**config.mk**
```make
export PLATFORM = sky130hd
export DESIGN_NAME = iq_writer
export DESIGN_NICKNAME = d
export VERILOG_FILES = /design/src/iq_pkg.sv /design/src/iq_fifo.sv /design/src/iq_writer.sv
export SDC_FILE = /design/constraint.sdc
export NUM_CORES = 1
export LEC_CHECK = 0
export ABC_AREA = 1
export ABC_CLOCK_PERIOD_IN_PS = 4100
export BUFFER_PORTS_ARGS = -buffer_cell sky130_fd_sc_hd__buf_2
export CORE_MARGIN = 4
export CORE_UTILIZATION = 43
export DETAILED_ROUTE_END_ITERATION = 6
export HOLD_SLACK_MARGIN = 0.06
export SYNTH_ARGS = -nofsm -noshare
export SYNTH_HDL_FRONTEND = slang
export SYNTH_SLANG_ARGS = --single-unit
```
**constraint.sdc**
```tcl
create_clock -name mclk -period 4.1 [get_ports mclk]
set_clock_uncertainty 0.2 [all_clocks]
set_input_delay 0.615 -clock mclk [delete_from_list [all_inputs] [get_ports mclk]]
set_output_delay 0.615 -clock mclk [all_outputs]
set_load 0.05 [all_outputs]
```
**src/iq_pkg.sv**
```systemverilog
// Package for the interrupt queue writer: register map, descriptor
// field layout, event and error codes, reset values.
// Assumes a single 125 MHz clock domain.
package iq_pkg;

  // Register offsets (byte addresses)
  localparam logic [7:0] OFF_QUEUE_BASE     = 8'h00;
  localparam logic [7:0] OFF_QUEUE_LENGTH   = 8'h04;
  localparam logic [7:0] OFF_QUEUE_CONTROL  = 8'h08;
  localparam logic [7:0] OFF_QUEUE_STATUS   = 8'h0c;
  localparam logic [7:0] OFF_QUEUE_FILL_PTR = 8'h10;

  // Reset values
  localparam logic [31:0] RST_QUEUE_BASE   = 32'h0000_0000;
  localparam logic [14:0] RST_QUEUE_LENGTH = 15'h0001;

  // Length field
  localparam int LEN_MSB = 14;
  localparam int LEN_W   = 15;

  // Descriptor field positions
  localparam int DIR_BIT     = 31;
  localparam int GRP_LO_MSB  = 30;
  localparam int GRP_LO_LSB  = 29;
  localparam int CH_MSB      = 28;
  localparam int CH_LSB      = 24;
  localparam int EVT_MSB     = 23;
  localparam int EVT_LSB     = 20;
  localparam int ERR_MSB     = 19;
  localparam int ERR_LSB     = 16;
  localparam int LOST_BIT    = 15;
  localparam int GRP_HI_BIT  = 14;
  localparam int CNT_MSB     = 13;

  // Event codes
  localparam logic [3:0] EV_NONE                 = 4'h0;
  localparam logic [3:0] EV_REQUEST_ACK          = 4'h1;
  localparam logic [3:0] EV_BUFFER_DONE          = 4'h2;
  localparam logic [3:0] EV_MESSAGE_DONE         = 4'h3;
  localparam logic [3:0] EV_PAD_END              = 4'h4;
  localparam logic [3:0] EV_TO_ABORT_CODE        = 4'h5;
  localparam logic [3:0] EV_TO_IDLE_CODE         = 4'h6;
  localparam logic [3:0] EV_FRAME_RECOVERY       = 4'h7;
  localparam logic [3:0] EV_ERROR_MONITOR_UP     = 4'h8;
  localparam logic [3:0] EV_ERROR_MONITOR_DOWN   = 4'h9;
  localparam logic [3:0] EV_FILTERED_MESSAGE     = 4'ha;

  // Error codes
  localparam logic [3:0] ER_NONE                 = 4'h0;
  localparam logic [3:0] ER_INTERNAL_BUFFER      = 4'h1;
  localparam logic [3:0] ER_FRAME_ALIGN_CHANGE   = 4'h2;
  localparam logic [3:0] ER_OWNER_BIT            = 4'h3;
  localparam logic [3:0] ER_PROTECTION_VIOLATION = 4'h4;
  localparam logic [3:0] ER_OUT_OF_FRAME         = 4'h8;
  localparam logic [3:0] ER_FCS                  = 4'h9;
  localparam logic [3:0] ER_ALIGNMENT            = 4'ha;
  localparam logic [3:0] ER_ABORT_TERMINATION    = 4'hb;
  localparam logic [3:0] ER_LONG_MESSAGE         = 4'hc;
  localparam logic [3:0] ER_SHORT_MESSAGE        = 4'hd;
  localparam logic [3:0] ER_ERROR_RATE_ALARM     = 4'he;
  localparam logic [3:0] ER_PARITY_ERROR         = 4'hf;

  // Control register bits
  localparam int CTL_MASTER_EN = 0;
  localparam int CTL_FETCH     = 1;

  // Pending FIFO depth
  localparam int FIFO_DEPTH = 8;

endpackage

```
**src/iq_fifo.sv**
```systemverilog
// Small ordered FIFO holding descriptors awaiting transfer.
// The tail entry may have bits ORed in place (lost / parity flags).
`timescale 1ns/10ps
module iq_fifo
  import iq_pkg::*;
#(
  parameter int WIDTH = 32,
  parameter int DEPTH = FIFO_DEPTH
) (
  // Clock and reset
  input  wire logic             mclk,
  input  wire logic             rst_n,
  // Push side
  input  wire logic             push,
  input  wire logic [WIDTH-1:0] push_data,
  input  wire logic [WIDTH-1:0] tail_or,
  output logic                  full,
  // Pop side
  input  wire logic             pop,
  output logic [WIDTH-1:0]      head_data,
  output logic                  empty
);
  localparam int AW = $clog2(DEPTH);

  typedef struct packed {
    logic [AW:0] wr;
    logic [AW:0] rd;
  } fifo_state_t;

  fifo_state_t      st_ff;
  fifo_state_t      nxt_st;
  logic [WIDTH-1:0] mem_ff [DEPTH];
  logic [AW-1:0]    tail_idx;
  logic             do_push;
  logic             do_pop;

  assign empty     = (st_ff.wr == st_ff.rd);
  assign full      = (st_ff.wr[AW-1:0] == st_ff.rd[AW-1:0]) &&
                     (st_ff.wr[AW] != st_ff.rd[AW]);
  assign head_data = mem_ff[st_ff.rd[AW-1:0]];
  assign tail_idx  = st_ff.wr[AW-1:0] - 1'b1;
  assign do_push   = push && !full;
  assign do_pop    = pop && !empty;

  always_comb begin
    nxt_st = st_ff;
    if (do_push) begin
      nxt_st.wr = st_ff.wr + 1'b1;
    end
    if (do_pop) begin
      nxt_st.rd = st_ff.rd + 1'b1;
    end
  end

  always_ff @(posedge mclk or negedge rst_n) begin
    if (!rst_n) begin
      st_ff <= '0;
    end else begin
      st_ff <= nxt_st;
    end
  end

  // Storage has no reset; tail flag merge skips the head being popped
  always_ff @(posedge mclk) begin
    if (do_push) begin
      mem_ff[st_ff.wr[AW-1:0]] <= push_data;
    end
    if (!empty && (tail_or != '0) &&
        !(do_pop && st_ff.wr == st_ff.rd + 1'b1)) begin
      mem_ff[tail_idx] <= mem_ff[tail_idx] | tail_or;
    end
  end
endmodule

```
**src/iq_writer.sv**
```systemverilog
// Interrupt queue writer: builds 32-bit interrupt descriptors and
// writes them as bus master into a circular queue in shared memory.
// Assumes a simple master port (req/done) toward the PCI core.
//
// Local design decision: the strobed register port.
`timescale 1ns/10ps
module iq_writer
  import iq_pkg::*;
(
  // Clock and reset
  input  wire logic        mclk,
  input  wire logic        rst_n,
  // Register port
  input  wire logic [7:0]  reg_addr,
  input  wire logic [31:0] reg_wdata,
  input  wire logic        reg_wr,
  input  wire logic        reg_rd,
  output logic [31:0]      reg_rdata,
  // Interrupt source
  input  wire logic        src_valid,
  input  wire logic        src_dir,
  input  wire logic [2:0]  src_group,
  input  wire logic [4:0]  src_channel,
  input  wire logic [3:0]  src_event,
  input  wire logic [3:0]  src_error,
  input  wire logic [13:0] src_count,
  input  wire logic        src_frame_clear,
  input  wire logic        parity_error,
  // Bus master port
  output logic             mst_req,
  output logic             mst_write,
  output logic [31:0]      mst_addr,
  output logic [31:0]      mst_wdata,
  input  wire logic        mst_done,
  input  wire logic [31:0] mst_rdata,
  // Status
  output logic             queue_busy
);
  typedef enum {ST_IDLE, ST_WRITE, ST_FETCH_BASE, ST_FETCH_LEN} wr_st_t;

  typedef struct packed {
    wr_st_t      state;
    logic [29:0] base;
    logic [14:0] len;
    logic [14:0] idx;
    logic        master_en;
    logic [31:0] fetch_ptr;
    logic [7:0]  frame_mask;
    logic        lost_seen;
    logic        mreq;
    logic        mwrite;
    logic [31:0] maddr;
    logic [31:0] mwdata;
    logic [31:0] rdata;
  } wr_state_t;

  wr_state_t   s_ff;
  wr_state_t   nxt_s;
  logic        fifo_full;
  logic        fifo_empty;
  logic        fifo_pop;
  logic        push;
  logic [31:0] push_word;
  logic [31:0] tail_or;
  logic [31:0] head;
  logic        legal;
  logic        frame_cond;
  logic        paired_ok;

  // Descriptor assembly
  always_comb begin
    push_word = '0;
    push_word[DIR_BIT] = src_dir;
    push_word[GRP_LO_MSB:GRP_LO_LSB] = src_group[1:0];
    push_word[CH_MSB:CH_LSB] = src_channel;
    push_word[GRP_HI_BIT] = src_group[2];
    push_word[EVT_MSB:EVT_LSB] = src_event;
    push_word[ERR_MSB:ERR_LSB] = src_error;
    if (src_event == EV_BUFFER_DONE ||
        (src_event == EV_MESSAGE_DONE && !src_dir)) begin
      push_word[CNT_MSB:0] = src_count;
    end
  end

  // Only buffer/message done may carry an error; parity goes by flag
  assign paired_ok = (src_event == EV_NONE) || (src_error == ER_NONE) ||
                     ((src_event == EV_BUFFER_DONE ||
                       src_event == EV_MESSAGE_DONE) &&
                      src_error != ER_PROTECTION_VIOLATION &&
                      src_error != ER_ERROR_RATE_ALARM &&
                      src_error != ER_PARITY_ERROR);
  assign frame_cond = (src_error == ER_OUT_OF_FRAME ||
                       src_error == ER_FRAME_ALIGN_CHANGE);
  assign legal = src_valid && paired_ok &&
                 (src_event != EV_NONE || src_error != ER_NONE) &&
                 !(frame_cond && s_ff.frame_mask[src_group]);
  assign push  = legal && !fifo_full;

  // Flags merged into the newest queued descriptor
  always_comb begin
    tail_or = '0;
    if (legal && fifo_full) begin
      tail_or[LOST_BIT] = 1'b1;
    end
    if (parity_error) begin
      tail_or[ERR_MSB:ERR_LSB] = ER_PARITY_ERROR;
    end
  end

  assign fifo_pop = (s_ff.state == ST_WRITE) && mst_done;

  iq_fifo #(
    .WIDTH (32),
    .DEPTH (FIFO_DEPTH)
  ) u_fifo (
    .mclk      (mclk),
    .rst_n     (rst_n),
    .push      (push),
    .push_data (push_word),
    .tail_or   (tail_or),
    .full      (fifo_full),
    .pop       (fifo_pop),
    .head_data (head),
    .empty     (fifo_empty)
  );

  always_comb begin
    nxt_s = s_ff;
    nxt_s.rdata = '0;
    // Frame condition latch per group; a new condition beats a clear
    if (src_frame_clear) begin
      nxt_s.frame_mask[src_group] = 1'b0;
    end
    if (legal && frame_cond) begin
      nxt_s.frame_mask[src_group] = 1'b1;
    end
    // Register writes
    if (reg_wr) begin
      case (reg_addr)
        OFF_QUEUE_BASE: begin
          nxt_s.base = reg_wdata[31:2];
          nxt_s.idx  = '0;
        end
        OFF_QUEUE_LENGTH: begin
          nxt_s.len = reg_wdata[LEN_MSB:0];
          nxt_s.idx = '0;
        end
        OFF_QUEUE_CONTROL: begin
          nxt_s.master_en = reg_wdata[CTL_MASTER_EN];
        end
        OFF_QUEUE_FILL_PTR: begin
          nxt_s.fetch_ptr = {reg_wdata[31:2], 2'b00};
        end
        OFF_QUEUE_STATUS: begin
          if (reg_wdata[1]) begin
            nxt_s.lost_seen = 1'b0;
          end
        end
        default: begin
        end
      endcase
    end
    // Overflow beats a software clear in the same cycle
    if (legal && fifo_full) begin
      nxt_s.lost_seen = 1'b1;
    end
    // Register reads, data the cycle after
    if (reg_rd) begin
      case (reg_addr)
        OFF_QUEUE_BASE:     nxt_s.rdata = {s_ff.base, 2'b00};
        OFF_QUEUE_LENGTH:   nxt_s.rdata = {17'h00000, s_ff.len};
        OFF_QUEUE_CONTROL:  nxt_s.rdata = {31'h0, s_ff.master_en};
        OFF_QUEUE_STATUS:   nxt_s.rdata = {15'h0, s_ff.idx,
                                           s_ff.lost_seen, !fifo_empty};
        OFF_QUEUE_FILL_PTR: nxt_s.rdata = s_ff.fetch_ptr;
        default:            nxt_s.rdata = '0;
      endcase
    end
    case (s_ff.state)
      ST_IDLE: begin
        if (reg_wr && reg_addr == OFF_QUEUE_CONTROL &&
            reg_wdata[CTL_FETCH]) begin
          nxt_s.state  = ST_FETCH_BASE;
          nxt_s.mreq   = 1'b1;
          nxt_s.mwrite = 1'b0;
          nxt_s.maddr  = s_ff.fetch_ptr;
        end else if (!fifo_empty && s_ff.master_en) begin
          nxt_s.state  = ST_WRITE;
          nxt_s.mreq   = 1'b1;
          nxt_s.mwrite = 1'b1;
          nxt_s.maddr  = {s_ff.base + {15'h0, s_ff.idx}, 2'b00};
          nxt_s.mwdata = head;
        end
      end
      ST_WRITE: begin
        // Refresh data so late-merged flags go out
        nxt_s.mwdata = head;
        if (mst_done) begin
          nxt_s.state = ST_IDLE;
          nxt_s.mreq  = 1'b0;
          nxt_s.idx   = (s_ff.idx == s_ff.len) ? 15'h0000
                        : s_ff.idx + 15'h0001;
        end
      end
      ST_FETCH_BASE: begin
        if (mst_done) begin
          nxt_s.base  = mst_rdata[31:2];
          nxt_s.state = ST_FETCH_LEN;
          nxt_s.maddr = s_ff.fetch_ptr + 32'h0000_0004;
        end
      end
      ST_FETCH_LEN: begin
        if (mst_done) begin
          nxt_s.len   = mst_rdata[LEN_MSB:0];
          nxt_s.idx   = '0;
          nxt_s.state = ST_IDLE;
          nxt_s.mreq  = 1'b0;
        end
      end
      default: nxt_s.state = ST_IDLE;
    endcase
  end

  always_ff @(posedge mclk or negedge rst_n) begin
    if (!rst_n) begin
      s_ff       <= '0;
      s_ff.state <= ST_IDLE;
      s_ff.base  <= RST_QUEUE_BASE[31:2];
      s_ff.len   <= RST_QUEUE_LENGTH;
    end else begin
      s_ff <= nxt_s;
    end
  end

  assign reg_rdata  = s_ff.rdata;
  assign mst_req    = s_ff.mreq;
  assign mst_write  = s_ff.mwrite;
  assign mst_addr   = s_ff.maddr;
  assign mst_wdata  = s_ff.mwdata;
  assign queue_busy = !fifo_empty;
endmodule

```
==> results.json <==
{
  "drive_gt1_frac": 0.121,
  "timing.rr.start": "u_fifo.st_ff[4]",
  "final_common_cell": "nand2_1",
  "clk_pin_slew_ps": 60,
  "globalplace.congestion": 0.968,
  "drv_cap": 0,
  "syn_to_final_growth_pct": 11.7,
  "routed_wl_mm": 102,
  "clk_latency_ps": 630,
  "synth_seq_cells": 462,
  "port_buffers": 207,
  "ant_nets": 0,
  "antenna_found_initial": 1,
  "wl_per_cell_um": 21.5,
  "via_count": 27200,
  "synth_area_um2": 28900,
  "grt_pass1_wl_mm": 154,
  "clock_path_buffers": 3,
  "fill_cells": 6487,
  "tritoncts": "done",
  "clkPwrFrac": 0.183,
  "share_comb_of_total_power": 0.531,
  "leakage_uw": 0.0144,
  "fin_nets": 3984,
  "synth_cell_types": 48,
  "pin_count": 210,
  "hold_path_depth": 3,
  "dr.first_iter.drc_count": 3017,
  "min_from": "reg_wdata[26]",
  "hold_violations": 0,
  "r2r-end": "u_fifo.mem_ff[3][11]",
  "status": "complete, no violations",
  "max-slew-margin-rel": 0.211,
  "htreeDepth": 2,
  "core_area_um2": 66200,
  "die-area_um2": 71400,
  "drc": 0,
  "initial_core_util": 0.437,
  "critPathBufInv": 5,
  "swShare": 0.505,
  "setup_viol": 0,
  "cts_resized": 0,
  "place_hpwl_mm": 67.2,
  "ir_drop_uv": 552,
  "syn_inst": 3807,
  "fp.dieH_um": 267,
  "diodes": 0,
  "worstMarginPinSlew_ps": 1180,
  "cts_root_buf": "clkbuf_16",
  "cpLargestDelayFamily": "buffers and inverters",
  "num_rows": 94,
  "hold_end": "s_ff[133]",
  "r2r_slack_ps": 670,
  "post-route-util": 0.488,
  "powerDensity_nw_per_um2": 825,
  "critPathLaunchType": "flop",
  "seqPwrFrac": 0.286,
  "synth_edf_count": 256,
  "async_flop_share": 0.446,
  "reg2regPathDepth": 9,
  "grt_max_degree": 104,
  "cp_slowest_cell": "inv_1",
  "first_global_vias": 25700,
  "die_x_um": 267,
  "post_cts_buffers": 0,
  "placed_cell_area_um2": 30100,
  "avgSynthCellArea_um2": 7.59,
  "ys_warn_count": 0,
  "cp-end-kind": "flop",
  "final_cell_mix": "nand2_1, nand4_1, edfxtp_1",
  "hp-class": "input port to flop",
  "path_cells": "inv_2 > ha_1 > buf_4 > inv_1 > nand4_1 > inv_1 > nand3_2 > o21ai_4 > buf_4",
  "first_pass_iters": 6,
  "path_class": "flop to flop",
  "fin_crit_sh": 0.837,
  "cp_slowest_stage_delay_ps": 470,
  "p_int_uw": 13200,
  "vias_per_cell": 5.71,
  "cts_buffers": 53,
  "critPathMaxFanout": 22,
  "fin_crit_ps": 3430,
  "cts_sinks": 462,
  "power_switching_uw": 13500,
  "drv_slew": 0,
  "synth-seq-area-share": 0.444,
  "synthFlopType": "edfxtp_1",
  "rsz0062_at_grt": "no",
  "max_freq_mhz": 292,
  "cts_hold_buffers": 42,
  "cp.required_ps": 4160,
  "track_usage": 0.277,
  "postLayoutCellArea_um2": 32300,
  "grt_overflow_total": 0,
  "arrival_ps": 3490
}
logic make-up after synthesis:
family                   share of synthesized area
adder cells (fa/ha/maj)                    0.00935
other                                     0.000130
flip-flops                                   0.444
XOR/XNOR                                    0.0176
AO/OA/AOI/OAI                                0.105
buffers and inverters                        0.103
AND/OR/NAND/NOR                              0.319
multiplexers                               0.00151
stage by stage:
step / setup WS [ps] / cells / hold slack, ps / setup TNS, ps / total power (µW)
3_3_place_gp: 632 / 4619 / 267 / 0 / 21500
2_1_floorplan: -576 / 3808 / 119 / -73680 / 17300
4_1_cts: 672 / 4758 / 60.6 / 0 / 26500
5_1_grt: 483 / 4758 / 81.1 / 0 / 28200
3_5_place_dp: 594 / 4619 / 277 / 0 / 21500
6_report: 670 / 4758 / 81.1 / 0 / 26600
flip-flops by register name, indices dropped and copies added, names as in the netlist:
register       cells
s_ff             102
u_fifo.st_ff       8
u_fifo.mem_ff    256
mst_wdata         32
mst_write          1
reg_rdata         32
mst_addr          30
mst_req            1
synth_stat cells, types with 3 or more instances:
master | number | share of area
nand2_2 | 3 | 0.00065
o21ai_1 | 10 | 0.0017
o21ai_0 | 212 | 0.037
nor2_2 | 3 | 0.00065
nor3_1 | 35 | 0.0061
nand3b_2 | 20 | 0.0078
nand3_1 | 220 | 0.038
or3_1 | 4 | 0.00087
inv_2 | 7 | 0.00091
nand3_2 | 6 | 0.0021
dfrtp_1 | 205 | 0.18
xnor2_1 | 17 | 0.0052
a21oi_1 | 179 | 0.031
nand4_1 | 285 | 0.062
buf_2 | 82 | 0.014
clkbuf_1 | 128 | 0.017
ha_1 | 20 | 0.0087
nor2_1 | 227 | 0.029
buf_1 | 25 | 0.0032
nand2_1 | 1273 | 0.17
a221oi_1 | 11 | 0.0033
a31oi_1 | 23 | 0.0050
mux2_2 | 3 | 0.0012
o21a_1 | 20 | 0.0052
nand4_2 | 7 | 0.0030
buf_4 | 114 | 0.030
inv_1 | 257 | 0.033
o21bai_1 | 5 | 0.0013
o22ai_1 | 19 | 0.0041
xor2_1 | 41 | 0.012
buf_6 | 12 | 0.0047
nor3_2 | 3 | 0.0010
edfxtp_1 | 256 | 0.27
o211ai_1 | 57 | 0.015
worst min-delay path: cells and delay by family:
kind / cells / cell delay (ps)
buf+inv: 1 / 90
simple gates: 1 / 50
compound gates: 1 / 100
metal layers:
metal | vias up | routed length (µm) | track usage
li1 | 12800 | - | -
met1 | 12800 | 42100 | 0.373
met2 | 1291 | 47800 | 0.460
met3 | 207 | 8760 | 0.0397
met4 | 2 | 3540 | 0.0955
met5 | - | 13 | 0
final cells by class:
cell class                 count  area (µm²)  area share
multi-input combinational   2719       13200       0.410
inverter                     266         998      0.0309
clock buffer                  68        1460      0.0453
tap                          864        1080      0.0335
clock inverter                29         304     0.00942
sequential                   462       12800       0.398
timing repair buffer         350        2360      0.0732
worst max-delay path by stage:
stage	startpoint	end	slack (ps)	cells past startpoint
finish	u_fifo.st_ff[4]	u_fifo.mem_ff[3][11]	670	9
global route	u_fifo.st_ff[4]	u_fifo.mem_ff[3][1]	480	9
floorplan	src_event[2]	u_fifo.mem_ff[0][0]	-580	8
detailed placement	src_event[1]	u_fifo.mem_ff[0][9]	590	10
CTS	u_fifo.st_ff[4]	u_fifo.mem_ff[3][11]	670	9
global placement	src_group[0]	u_fifo.mem_ff[0][9]	630	12
power by group through the flow:
stage / clock network (µW) / logic (µW) / registers [µW]
after floorplan: 0 / 9960 / 7300
final: 4880 / 14100 / 7620
after global placement: 0 / 13800 / 7660
after global routing: 5140 / 15300 / 7720
after detailed placement: 0 / 13900 / 7650
after CTS: 4950 / 14000 / 7580
Power figures use the tool's default switching activity.
